### src/ads_pkg.sv
// constants, types and register map of the a/d result store and scan control
// assumes an ahb-lite bus of 32-bit data and a 20 MHz hclk
package ads_pkg;
    // register byte offsets
    localparam logic [6:0] ADS_OFF_CTRL = 7'h00;
    localparam logic [6:0] ADS_OFF_SEL = 7'h04;
    localparam logic [6:0] ADS_OFF_STAT = 7'h08;
    localparam logic [6:0] ADS_OFF_RES0 = 7'h10; // channels 0..7 follow
    localparam logic [6:0] ADS_OFF_DUP0 = 7'h30; // three duplication words
    localparam logic [6:0] ADS_OFF_REF = 7'h3c;
    localparam logic [6:0] ADS_OFF_DIAG = 7'h40;
    // control word fields
    localparam int ADS_CTRL_START = 0;
    localparam int ADS_CTRL_STOP = 1;
    localparam int ADS_CTRL_MODE = 2; // two bits
    localparam int ADS_CTRL_DBL = 4;
    localparam int ADS_CTRL_DCH = 5; // three bits
    localparam int ADS_CTRL_EXT = 8;
    localparam int ADS_CTRL_ADD = 9; // two bits
    localparam int ADS_CTRL_TRG = 11;
    // scan modes
    localparam logic [1:0] ADS_MODE_SINGLE = 2'h0;
    localparam logic [1:0] ADS_MODE_CONT = 2'h1;
    localparam logic [1:0] ADS_MODE_GROUP = 2'h2;
    // addition modes and their last sample index
    localparam logic [1:0] ADS_ADD_OFF = 2'h0;
    localparam logic [1:0] ADS_ADD_X4 = 2'h1;
    localparam logic [3:0] ADS_ADD_LAST4 = 4'h3;
    localparam logic [3:0] ADS_ADD_LAST16 = 4'hf;
    // conversion targets: 0..7 analog, then reference, then self-diagnosis
    localparam int ADS_NCH = 8;
    localparam int ADS_NDUP = 3;
    localparam logic [3:0] ADS_IDX_REF = 4'h8;
    localparam logic [3:0] ADS_IDX_DIAG = 4'h9;
    localparam int ADS_NIDX = 10;
    // start source codes
    localparam logic [1:0] ADS_SRC_SW = 2'h0;
    // reset values
    localparam logic [15:0] ADS_RES_RST = 16'h0000;
    localparam logic [9:0] ADS_SEL_RST = 10'h000;

    typedef enum logic [0:0] {
        ADS_ST_IDLE,
        ADS_ST_WAIT
    } ads_state_e;

    typedef struct packed {
        ads_state_e st;
        logic [1:0] mode;
        logic dbl_en;
        logic [2:0] dbl_ch;
        logic ext_en;
        logic [1:0] add_md;
        logic trig_en;
        logic [9:0] sel;
        logic [3:0] idx;
        logic [15:0] acc;
        logic [3:0] acnt;
        logic dbl_sec;
        logic [1:0] src;
        logic [ADS_NCH-1:0][15:0] res;
        logic [ADS_NDUP-1:0][15:0] dup;
        logic [15:0] refr;
        logic [15:0] diag;
        logic [6:0] addr;
        logic wr;
        logic dph;
        logic [31:0] rdata;
        logic conv_start;
        logic [3:0] conv_sel;
    } ads_regs_s;
endpackage

### src/ads_core.sv
// a/d converter digital control: result store, duplication, addition, scan
// assumes a conversion engine that takes conv_start/conv_sel and answers
// with a one-cycle conv_done carrying a 12-bit result; triggers are pulses
`timescale 1ns/100ps
`default_nettype none
module ads_core import ads_pkg::*; (
    input wire logic hclk,
    input wire logic hresetn,
    input wire logic hsel,
    input wire logic [31:0] haddr,
    input wire logic [1:0] htrans,
    input wire logic hwrite,
    input wire logic [2:0] hsize,
    input wire logic [31:0] hwdata,
    input wire logic hready,
    output logic hreadyout,
    output logic hresp,
    output logic [31:0] hrdata,
    input wire logic [1:0] trig_req,
    input wire logic conv_done,
    input wire logic [11:0] conv_data,
    output logic conv_start,
    output logic [3:0] conv_sel,
    output logic busy
);
    ads_regs_s q, d;
    logic fin; // last sample of a target lands this cycle
    logic [15:0] sum;
    logic dbl_act;
    logic [4:0] nxt;

    // first selected target at or after from; bit 4 says one was found
    function automatic logic [4:0] next_sel(input logic [9:0] sel,
                                            input logic [4:0] from);
        logic [4:0] r;
        r = 5'h00;
        for (int i = ADS_NIDX - 1; i >= 0; i--) begin
            if (sel[i] && (5'(i) >= from)) begin
                r = {1'b1, 4'(i)};
            end
        end
        return r;
    endfunction

    // register read mux, answered from the address phase
    function automatic logic [31:0] rd_word(input ads_regs_s s,
                                            input logic [6:0] a);
        logic [31:0] w;
        w = 32'h0000_0000;
        if (a == ADS_OFF_CTRL) begin
            w = {20'h00000, s.trig_en, s.add_md, s.ext_en, s.dbl_ch,
                 s.dbl_en, s.mode, 2'h0};
        end else if (a == ADS_OFF_SEL) begin
            w = {22'h000000, s.sel};
        end else if (a == ADS_OFF_STAT) begin
            w = {23'h000000, s.dbl_sec, s.idx, 3'h0,
                 s.st == ADS_ST_WAIT};
        end else if (a >= ADS_OFF_RES0 && a < ADS_OFF_DUP0) begin
            // channel words start at 0x10, so bit 4 of the offset is biased
            w = {16'h0000, s.res[a[4:2] ^ 3'h4]};
        end else if (a >= ADS_OFF_DUP0 && a < ADS_OFF_REF) begin
            w = {16'h0000, s.dup[2'(a[3:2])]};
        end else if (a == ADS_OFF_REF) begin
            w = {16'h0000, s.refr};
        end else if (a == ADS_OFF_DIAG) begin
            w = {16'h0000, s.diag};
        end
        return w;
    endfunction

    // zero-wait slave, always okay
    assign hreadyout = 1'b1;
    assign hresp = 1'b0;
    assign hrdata = q.rdata;
    assign conv_start = q.conv_start;
    assign conv_sel = q.conv_sel;
    assign busy = (q.st == ADS_ST_WAIT);

    // double trigger is ignored in continuous scan
    assign dbl_act = q.dbl_en && (q.mode != ADS_MODE_CONT);
    assign sum = q.acc + {4'h0, conv_data};
    assign fin = (q.st == ADS_ST_WAIT) && conv_done &&
                 ((q.add_md == ADS_ADD_OFF) ||
                  (q.acnt == ((q.add_md == ADS_ADD_X4) ?
                              ADS_ADD_LAST4 : ADS_ADD_LAST16)));
    assign nxt = next_sel(q.sel, 5'(q.idx) + 5'h01);

    // next state of the whole block
    always_comb begin
        logic start;
        logic [4:0] first;
        logic [31:0] wd;
        d = q;
        start = 1'b0;
        first = next_sel(q.sel, 5'h00);
        wd = hwdata;
        d.conv_start = 1'b0;
        // bus address phase
        d.dph = hsel && htrans[1] && hready;
        if (hsel && htrans[1] && hready) begin
            d.addr = haddr[6:0];
            d.wr = hwrite;
            d.rdata = rd_word(q, haddr[6:0]);
        end
        // bus data phase writes
        if (q.dph && q.wr && q.addr == ADS_OFF_SEL) begin
            d.sel = wd[9:0];
        end
        if (q.dph && q.wr && q.addr == ADS_OFF_CTRL) begin
            d.mode = wd[ADS_CTRL_MODE +: 2];
            d.dbl_en = wd[ADS_CTRL_DBL];
            d.dbl_ch = wd[ADS_CTRL_DCH +: 3];
            d.ext_en = wd[ADS_CTRL_EXT];
            d.add_md = wd[ADS_CTRL_ADD +: 2];
            d.trig_en = wd[ADS_CTRL_TRG];
            d.dbl_sec = 1'b0; // a new setup restarts the pair
            if (wd[ADS_CTRL_STOP]) begin
                d.st = ADS_ST_IDLE; // abort; results already stored stay
                d.acc = 16'h0000;
                d.acnt = 4'h0;
            end else if (wd[ADS_CTRL_START] && q.st == ADS_ST_IDLE) begin
                start = 1'b1;
                d.src = ADS_SRC_SW;
            end
        end
        // hardware triggers only when idle; type 1 wins over type 0
        if (!start && q.st == ADS_ST_IDLE && q.trig_en && |trig_req &&
            !(q.dph && q.wr && q.addr == ADS_OFF_CTRL)) begin
            start = 1'b1;
            d.src = trig_req[1] ? 2'h2 : 2'h1;
        end
        if (start) begin
            if (d.dbl_en && d.mode != ADS_MODE_CONT) begin
                d.idx = {1'b0, d.dbl_ch};
                d.st = ADS_ST_WAIT;
                d.conv_start = 1'b1;
            end else if (first[4]) begin
                d.idx = first[3:0];
                d.st = ADS_ST_WAIT;
                d.conv_start = 1'b1;
            end
            d.conv_sel = d.idx;
            d.acc = 16'h0000;
            d.acnt = 4'h0;
        end
        // conversion answer
        if (q.st == ADS_ST_WAIT && conv_done && !fin) begin
            d.acc = sum;
            d.acnt = q.acnt + 4'h1;
            d.conv_start = 1'b1; // same target again
        end
        if (fin) begin
            d.acc = 16'h0000;
            d.acnt = 4'h0;
            // only the addressed register changes
            if (dbl_act && q.idx == {1'b0, q.dbl_ch}) begin
                if (q.ext_en && q.src != ADS_SRC_SW) begin
                    d.dup[q.src] = sum;
                end else if (q.dbl_sec) begin
                    d.dup[0] = sum;
                    d.dbl_sec = 1'b0;
                end else begin
                    d.res[q.idx[2:0]] = sum;
                    d.dbl_sec = 1'b1;
                end
            end else if (q.idx == ADS_IDX_REF) begin
                d.refr = sum;
            end else if (q.idx == ADS_IDX_DIAG) begin
                d.diag = sum;
            end else begin
                d.res[q.idx[2:0]] = sum;
            end
            // advance the scan
            if (dbl_act) begin
                d.st = ADS_ST_IDLE;
            end else if (nxt[4]) begin
                d.idx = nxt[3:0];
                d.conv_start = 1'b1;
            end else if (q.mode == ADS_MODE_CONT && first[4]) begin
                d.idx = first[3:0];
                d.conv_start = 1'b1;
            end else begin
                d.st = ADS_ST_IDLE;
            end
            d.conv_sel = d.idx;
        end
        // a stop written in the same cycle overrides a relaunch
        if (q.dph && q.wr && q.addr == ADS_OFF_CTRL &&
            wd[ADS_CTRL_STOP]) begin
            d.st = ADS_ST_IDLE;
            d.conv_start = 1'b0;
        end
    end

    // single register stage for all state
    always_ff @(posedge hclk or negedge hresetn) begin
        if (!hresetn) begin
            q <= '{st: ADS_ST_IDLE, mode: ADS_MODE_SINGLE, dbl_en: 1'b0,
                   dbl_ch: 3'h0, ext_en: 1'b0, add_md: ADS_ADD_OFF,
                   trig_en: 1'b0, sel: ADS_SEL_RST, idx: 4'h0,
                   acc: 16'h0000, acnt: 4'h0, dbl_sec: 1'b0,
                   src: ADS_SRC_SW, res: '{default: ADS_RES_RST},
                   dup: '{default: ADS_RES_RST}, refr: ADS_RES_RST,
                   diag: ADS_RES_RST, addr: 7'h00, wr: 1'b0, dph: 1'b0,
                   rdata: 32'h0000_0000, conv_start: 1'b0,
                   conv_sel: 4'h0};
        end else begin
            q <= d;
        end
    end
endmodule
`default_nettype wire

### config.mk
export PLATFORM = sky130hd
export DESIGN_NAME = ads_core
export DESIGN_NICKNAME = d
export VERILOG_FILES = /design/src/ads_pkg.sv /design/src/ads_core.sv
export SDC_FILE = /design/constraint.sdc
export NUM_CORES = 1
export LEC_CHECK = 0
export BUFFER_PORTS_ARGS = -buffer_cell sky130_fd_sc_hd__buf_4
export CAP_MARGIN = 20
export CELL_PAD_IN_SITES_DETAIL_PLACEMENT = 2
export CELL_PAD_IN_SITES_GLOBAL_PLACEMENT = 2
export CORE_UTILIZATION = 35
export CTS_BUF_LIST = sky130_fd_sc_hd__clkbuf_16
export DETAILED_ROUTE_END_ITERATION = 16
export PLACE_DENSITY_LB_ADDON = 0.1
export RECOVER_POWER = 100
export SLEW_MARGIN = 20
export SYNTH_ARGS = -nofsm -noshare
export SYNTH_HDL_FRONTEND = slang
export SYNTH_SLANG_ARGS = --single-unit
### constraint.sdc
create_clock -name hclk -period 2.7 [get_ports hclk]
set_clock_uncertainty 0.15 [all_clocks]
set_input_delay 0.405 -clock hclk [delete_from_list [all_inputs] [get_ports hclk]]
set_output_delay 0.405 -clock hclk [all_outputs]
set_load 0.005 [all_outputs]
==> Word level (Yosys, flattened, before mapping) <==
Index checks and enable logic that the tools add are counted.
{ "op_classes": {"muxes": 85, "n_eq_ne": 18, "addsub": 3, "reduce_logical": 55, "magnitude_cmp": 20, "bitwise_logic": 4} }
{ "op_table": {"columns": ["operator", "count"], "rows": [
  ["128-bit two-way mux", 5],
  ["16-bit two-way mux", 13],
  ["128-bit bitwise mux", 1],
  ["5-bit two-way mux", 22],
  ["16-bit binary-select mux with 3-bit select", 1],
  ["48-bit bitwise mux", 1],
  ["16-bit demux with 3-bit select", 1],
  ["20-bit two-way mux", 2],
  ["1-bit logical AND", 33],
  ["16-bit binary-select mux with 2-bit select", 1],
  ["16-bit demux with 2-bit select", 1],
  ["25-bit two-way mux", 1],
  ["24-bit two-way mux", 1],
  ["4-bit two-way mux", 6],
  ["1-bit two-way mux", 23],
  ["23-bit two-way mux", 1],
  ["3-bit by 5-bit greater-or-equal comparator with 1-bit output (first input constant)", 4],
  ["16-bit by 12-bit adder with 16-bit output", 1],
  ["7-bit by 3-bit equality test with 1-bit output (second input constant)", 2],
  ["7-bit logical NOT", 2],
  ["7-bit by 6-bit less-than comparator with 1-bit output (second input constant)", 2],
  ["3-bit AND reduction", 4],
  ["11-bit two-way mux", 1],
  ["1-bit by 5-bit greater-or-equal comparator with 1-bit output (first input constant)", 2],
  ["30 further kinds", 54]
]} }
{ "word_totals": {"out_inout_bits": 40, "inputBits": 89, "ff_bits": 302} }

==> Depth between registers and ports, before layout <==
{ "depth": {"ltp_word": 19, "depth_mapped": 11, "depth_no_buf": 9} }

==> Worst setup path after synthesis <==
No wires, ideal clock.
{ "synth_path": {"path_type": "register to register", "from": "register q[277] (netlist bit)", "to": "register q, in the netlist conv_sel[0]", "setup_slack_ns": -0.245, "setup_ns": 0.124, "arrival_time_ns": 2.671, "path_stages_with_launch": 11, "required_ns": 2.426, "cell_sequence": "dfrtp_1 -> clkbuf_1 -> inv_1 -> ha_1 -> nor2b_1 -> o21ai_0 -> a311oi_1 -> nor3_1 -> o21ai_1 -> nor2_1 -> a211o_1"} }
{ "synth_via": {"elab_chain_cells": 16, "word_cells_on_any_way": 39, "cone_classes": "1 x add/sub; 10 x order compare; 18 x mux; 10 x reduce/logical"} }
{ "synth_rtl": {"columns": ["element", "line", "source"], "rows": [
  ["start: declaration", "ads_core.sv:26", "ads_regs_s q, d;"],
  ["start signal: assignment", "ads_core.sv:198", "q <= '{st: ADS_ST_IDLE, mode: ADS_MODE_SINGLE, dbl_en: 1'b0,"],
  ["4-bit by 1-bit adder with 5-bit output", "ads_core.sv:86", "assign nxt = next_sel(q.sel, 5'(q.idx) + 5'h01);"],
  ["4-bit by 5-bit greater-or-equal comparator with 1-bit output", "ads_core.sv:38", "if (sel[i] && (5'(i) >= from)) begin"],
  ["1-bit logical AND", "ads_core.sv:38", null],
  ["5-bit two-way mux (10 in series)", "ads_core.sv:38", null],
  ["4-bit two-way mux", "ads_core.sv:176", "end else if (nxt[4]) begin"],
  ["4-bit two-way mux", "ads_core.sv:174", "if (dbl_act) begin"],
  ["5-bit two-way mux (*)", "ads_core.sv:152", "if (fin) begin"]
]} }
Every way passes the cells marked *; elsewhere a longest branch is shown, timed or not. The select of a mux whose other input is x is not followed.
A chain may end at the register's enable or synchronous reset.

==> Final worst setup path <==
{ "layout_path": {"from": "register q[277] (netlist bit)", "to": "register q, in the netlist conv_sel[3]"} }
{ "layout_via": {"elab_chain_cells": 16, "word_cells_on_any_way": 34, "cone_classes": "1 x add/sub; 10 x order compare; 13 x mux; 10 x reduce/logical"} }
{ "layout_rtl": {"columns": ["element", "line"], "rows": [
  ["4-bit by 1-bit adder with 5-bit output (*)", "ads_core.sv:86"],
  ["4-bit by 5-bit greater-or-equal comparator with 1-bit output", "ads_core.sv:38"],
  ["1-bit logical AND", "ads_core.sv:38"],
  ["5-bit two-way mux (9 in series)", "ads_core.sv:38"],
  ["5-bit two-way mux (*)", "ads_core.sv:38"],
  ["4-bit two-way mux (*)", "ads_core.sv:176"],
  ["4-bit two-way mux (*)", "ads_core.sv:174"],
  ["5-bit two-way mux (*)", "ads_core.sv:152"]
]} }
Every way passes the cells marked *; elsewhere a longest branch is shown, timed or not.

==> metrics.md <==
| Metric | Value |
|---|---|
| Outcome | finished, final reports clean |
| I/O Pins | 129 |
| Rows | 73 |
| Post-layout util | 44.6% |
| DRT iter0 DRCs | 483 |
| Yosys top cell area share | 51.0% |
| Wl on met1 | 22800 um |
| Via/cell ratio | 5.41 |
| Most frequent cells in the layout | dfrtp_1 (283), nand2_1 (272), o21ai_0 (192) |
| Clk_lat worst skew | 0.55 ns |
| Num CTS Buffers | 36 |
| Fin. Hold Viols | 0 |
| Worst hold slack | 0.0368 ns |
| Synth top area cells | dfrtp_1 (51%), nand2_1 (7.3%), o21ai_0 (6.8%), mux4_2 (5.1%), mux2_2 (3.1%) |
| Power per cell area | 920 mW/mm2 |
| Mean post-synth cell area | 10.1 um2 |
| Synthesized area | 0.0140 mm2 |
| Ys async rst share | 100% |
| Final worst slack | 0.0494 ns |
| Detailed Route WL | 49500 um |
| Static Leak | 0.00793 uW |
| CTS tree | yes |
| Largest net degree at the start of global routing | 75 |
| Synth cell types | 77 |
| Yosys warning count | 0 |
| WP data required | 3.03 ns |
| GRT Util Overall | 24.5% |
| Vias in the first global route | 12658 |
| Post-synthesis sequential area ratio | 51.0% |
| CP Capture Type | register |
| Final #Nets | 1648 |
| Worst R2R Setup Slack | 0.05 ns |
| Post-synth EDFFs | 0 |
| Final Max Tran Viols | 0 |
| CP Launch Type | register |
| Area post-placement | 0.0159 mm2 |
| Sink Count | 286 |
| Pre-Repair DR Iteration Count | 5 |
| Detailed Place HPWL | 33000 um |
| Hold Crit Class | in -> reg |
| H-tree levels | 2 |
| Top Metal Used | met4 |
| RSZ-0062 raised after global routing | true |
| Maxcap violations | 0 |
| Min Tclk post-route | 2.65 ns |
| Gate Count Post-Synth | 1386 |
| Synth area leader | dfrtp_1 |
| CP arrival | 2.98 ns |
| DR WL met2 | 24400 um |
| Layout cells sized above 1 | 25.1% |
| Crit Path Class | reg -> reg |
| Remaining global-route overflow | 0 |
| # setup viols final | 0 |
| Most common cell after layout, fill and taps aside | dfrtp_1 |
| Peak VDD IR | 0.000504 V |
| First-pass GRT wire length | 76400 um |
| Metal3 WL | 1230 um |
| Ys flop type | dfrtp_1 |
| Pre-CTS setup slack | -0.222 ns |
| Initial antenna violation count | 2 |
| CP max FO | 6 |
| Total power | 16300 uW |
| Synth Register Bits | 286 |
| Core area | 0.0396 mm2 |
| Routed len/inst | 23.7 um |
| Die Height | 202 um |
| Starting Density | 35.4% |
| Clock transition at path regs | 0.06 ns |
| IO Port Bufs | 61 |
| Post-DRT Antenna Nets | 0 |
| Slew headroom | 14.8% |
| Deepest clock path buffer count | 3 |
| Final Cell Area | 0.0177 mm2 |
| CTS root buffer | clkbuf_16 |
| Gpl congestion | 0.806 |
| FMAX | 377 MHz |
| Die area | 0.0409 mm2 |
| Die Wd | 202 um |
| Vias | 11328 |
| Drt drc | 0 |
| Period Utilization, post-route | 98.2% |
| Layout area overhead | 26.0% |
| Worst Tran Pin Value | 1.28 ns |
## cells in the mapped netlist (9+ instances only)
cell type,instances
dfrtp_1,286
nand2_1,273
o21ai_0,191
clkbuf_1,65
o21ai_1,59
a21oi_1,44
buf_4,39
mux2_2,39
nor2_1,38
mux4_2,32
mux2i_1,28
buf_2,25
ha_1,18
mux2_1,18
nand3_1,16
o22ai_1,13
inv_1,12
xnor2_1,11
a222oi_1,10
a21o_1,9
nand2b_1,9
## repair_timing
item | 4_1_cts | 5_1_grt
hold buffers | 17 | 0
setup endpoints to repair | 75 | 146
resized for setup | 25 | 63
endpoints found under the hold margin | 109 | 0
pin swaps | 10 | 17
gates cloned | 1 | 3
buffers inserted | 6 | 17
## critical path: stages, from the launching register on
cell and delay, ns:
dfrtp_2 0.42, inv_2 0.08, ha_4 0.32, or3b_4 0.44
a21oi_4 0.19, a311oi_2 0.15, buf_4 0.17, buf_4 0.14
nor4_4 0.28, buf_4 0.17, a211o_1 0.09
## worst paths after layout
kind,start,endpoint,cells past startpoint
max in group asynchronous,hresetn,hrdata[9]$_DFFE_PN0P_,4
min in group asynchronous,hresetn,q[297]$_DFF_PN0_,2
min,haddr[6],q[45]$_DFFE_PN0P_,2
max reg2reg,q[277]$_DFF_PN0_,conv_sel[3]$_DFFE_PN0P_,10
min reg2reg,hrdata[0]$_DFFE_PN0P_,hrdata[0]$_DFFE_PN0P_,2
max,q[277]$_DFF_PN0_,conv_sel[3]$_DFFE_PN0P_,10
## where the power goes
group / internal (uW) / switching [uW]
Clock: 2820 / 1950
Sequential: 4820 / 443
Combinational: 2630 / 3610
## kinds of logic after synthesis
logic type	share of synthesized area, %
compound gates	16.7
xor+xnor	1.19
fa+ha+maj	1.75
buf+inv	5.28
flops	51.0
mux	11.7
other cells	0.0535
simple gates	12.4
## cell type report
type,instances,area (um2)
timing repair buffer,236,2130
inverter,14,52.6
clock inverter,27,200
antenna,1,2.50
fill,4137,21900
clock buffer,38,951
sequential,286,7160
tap,525,657
multi-input combinational,966,6540
## metrics by stage
step                instances  setup TNS (ns)
finish                   2093               0
global route             2093           -1.53
CTS                      2074         -0.0103
detailed placement       1986           -9.33
global placement         1986           -3.71
floorplan                1402               0
## layer usage
layer	global-route usage, %	vias to the layer above
met1	33.2	5929
met2	41.2	161
met3	2.81	59
li1	-	5179
met4	7.22	0
met5	0	-
## flip-flops by register name, summed over array words and instances, names as in the netlist
register / flops
q: 264
conv_sel: 4
hrdata: 16
busy: 1
conv_start: 1
(Power assumes the default switching activity.)
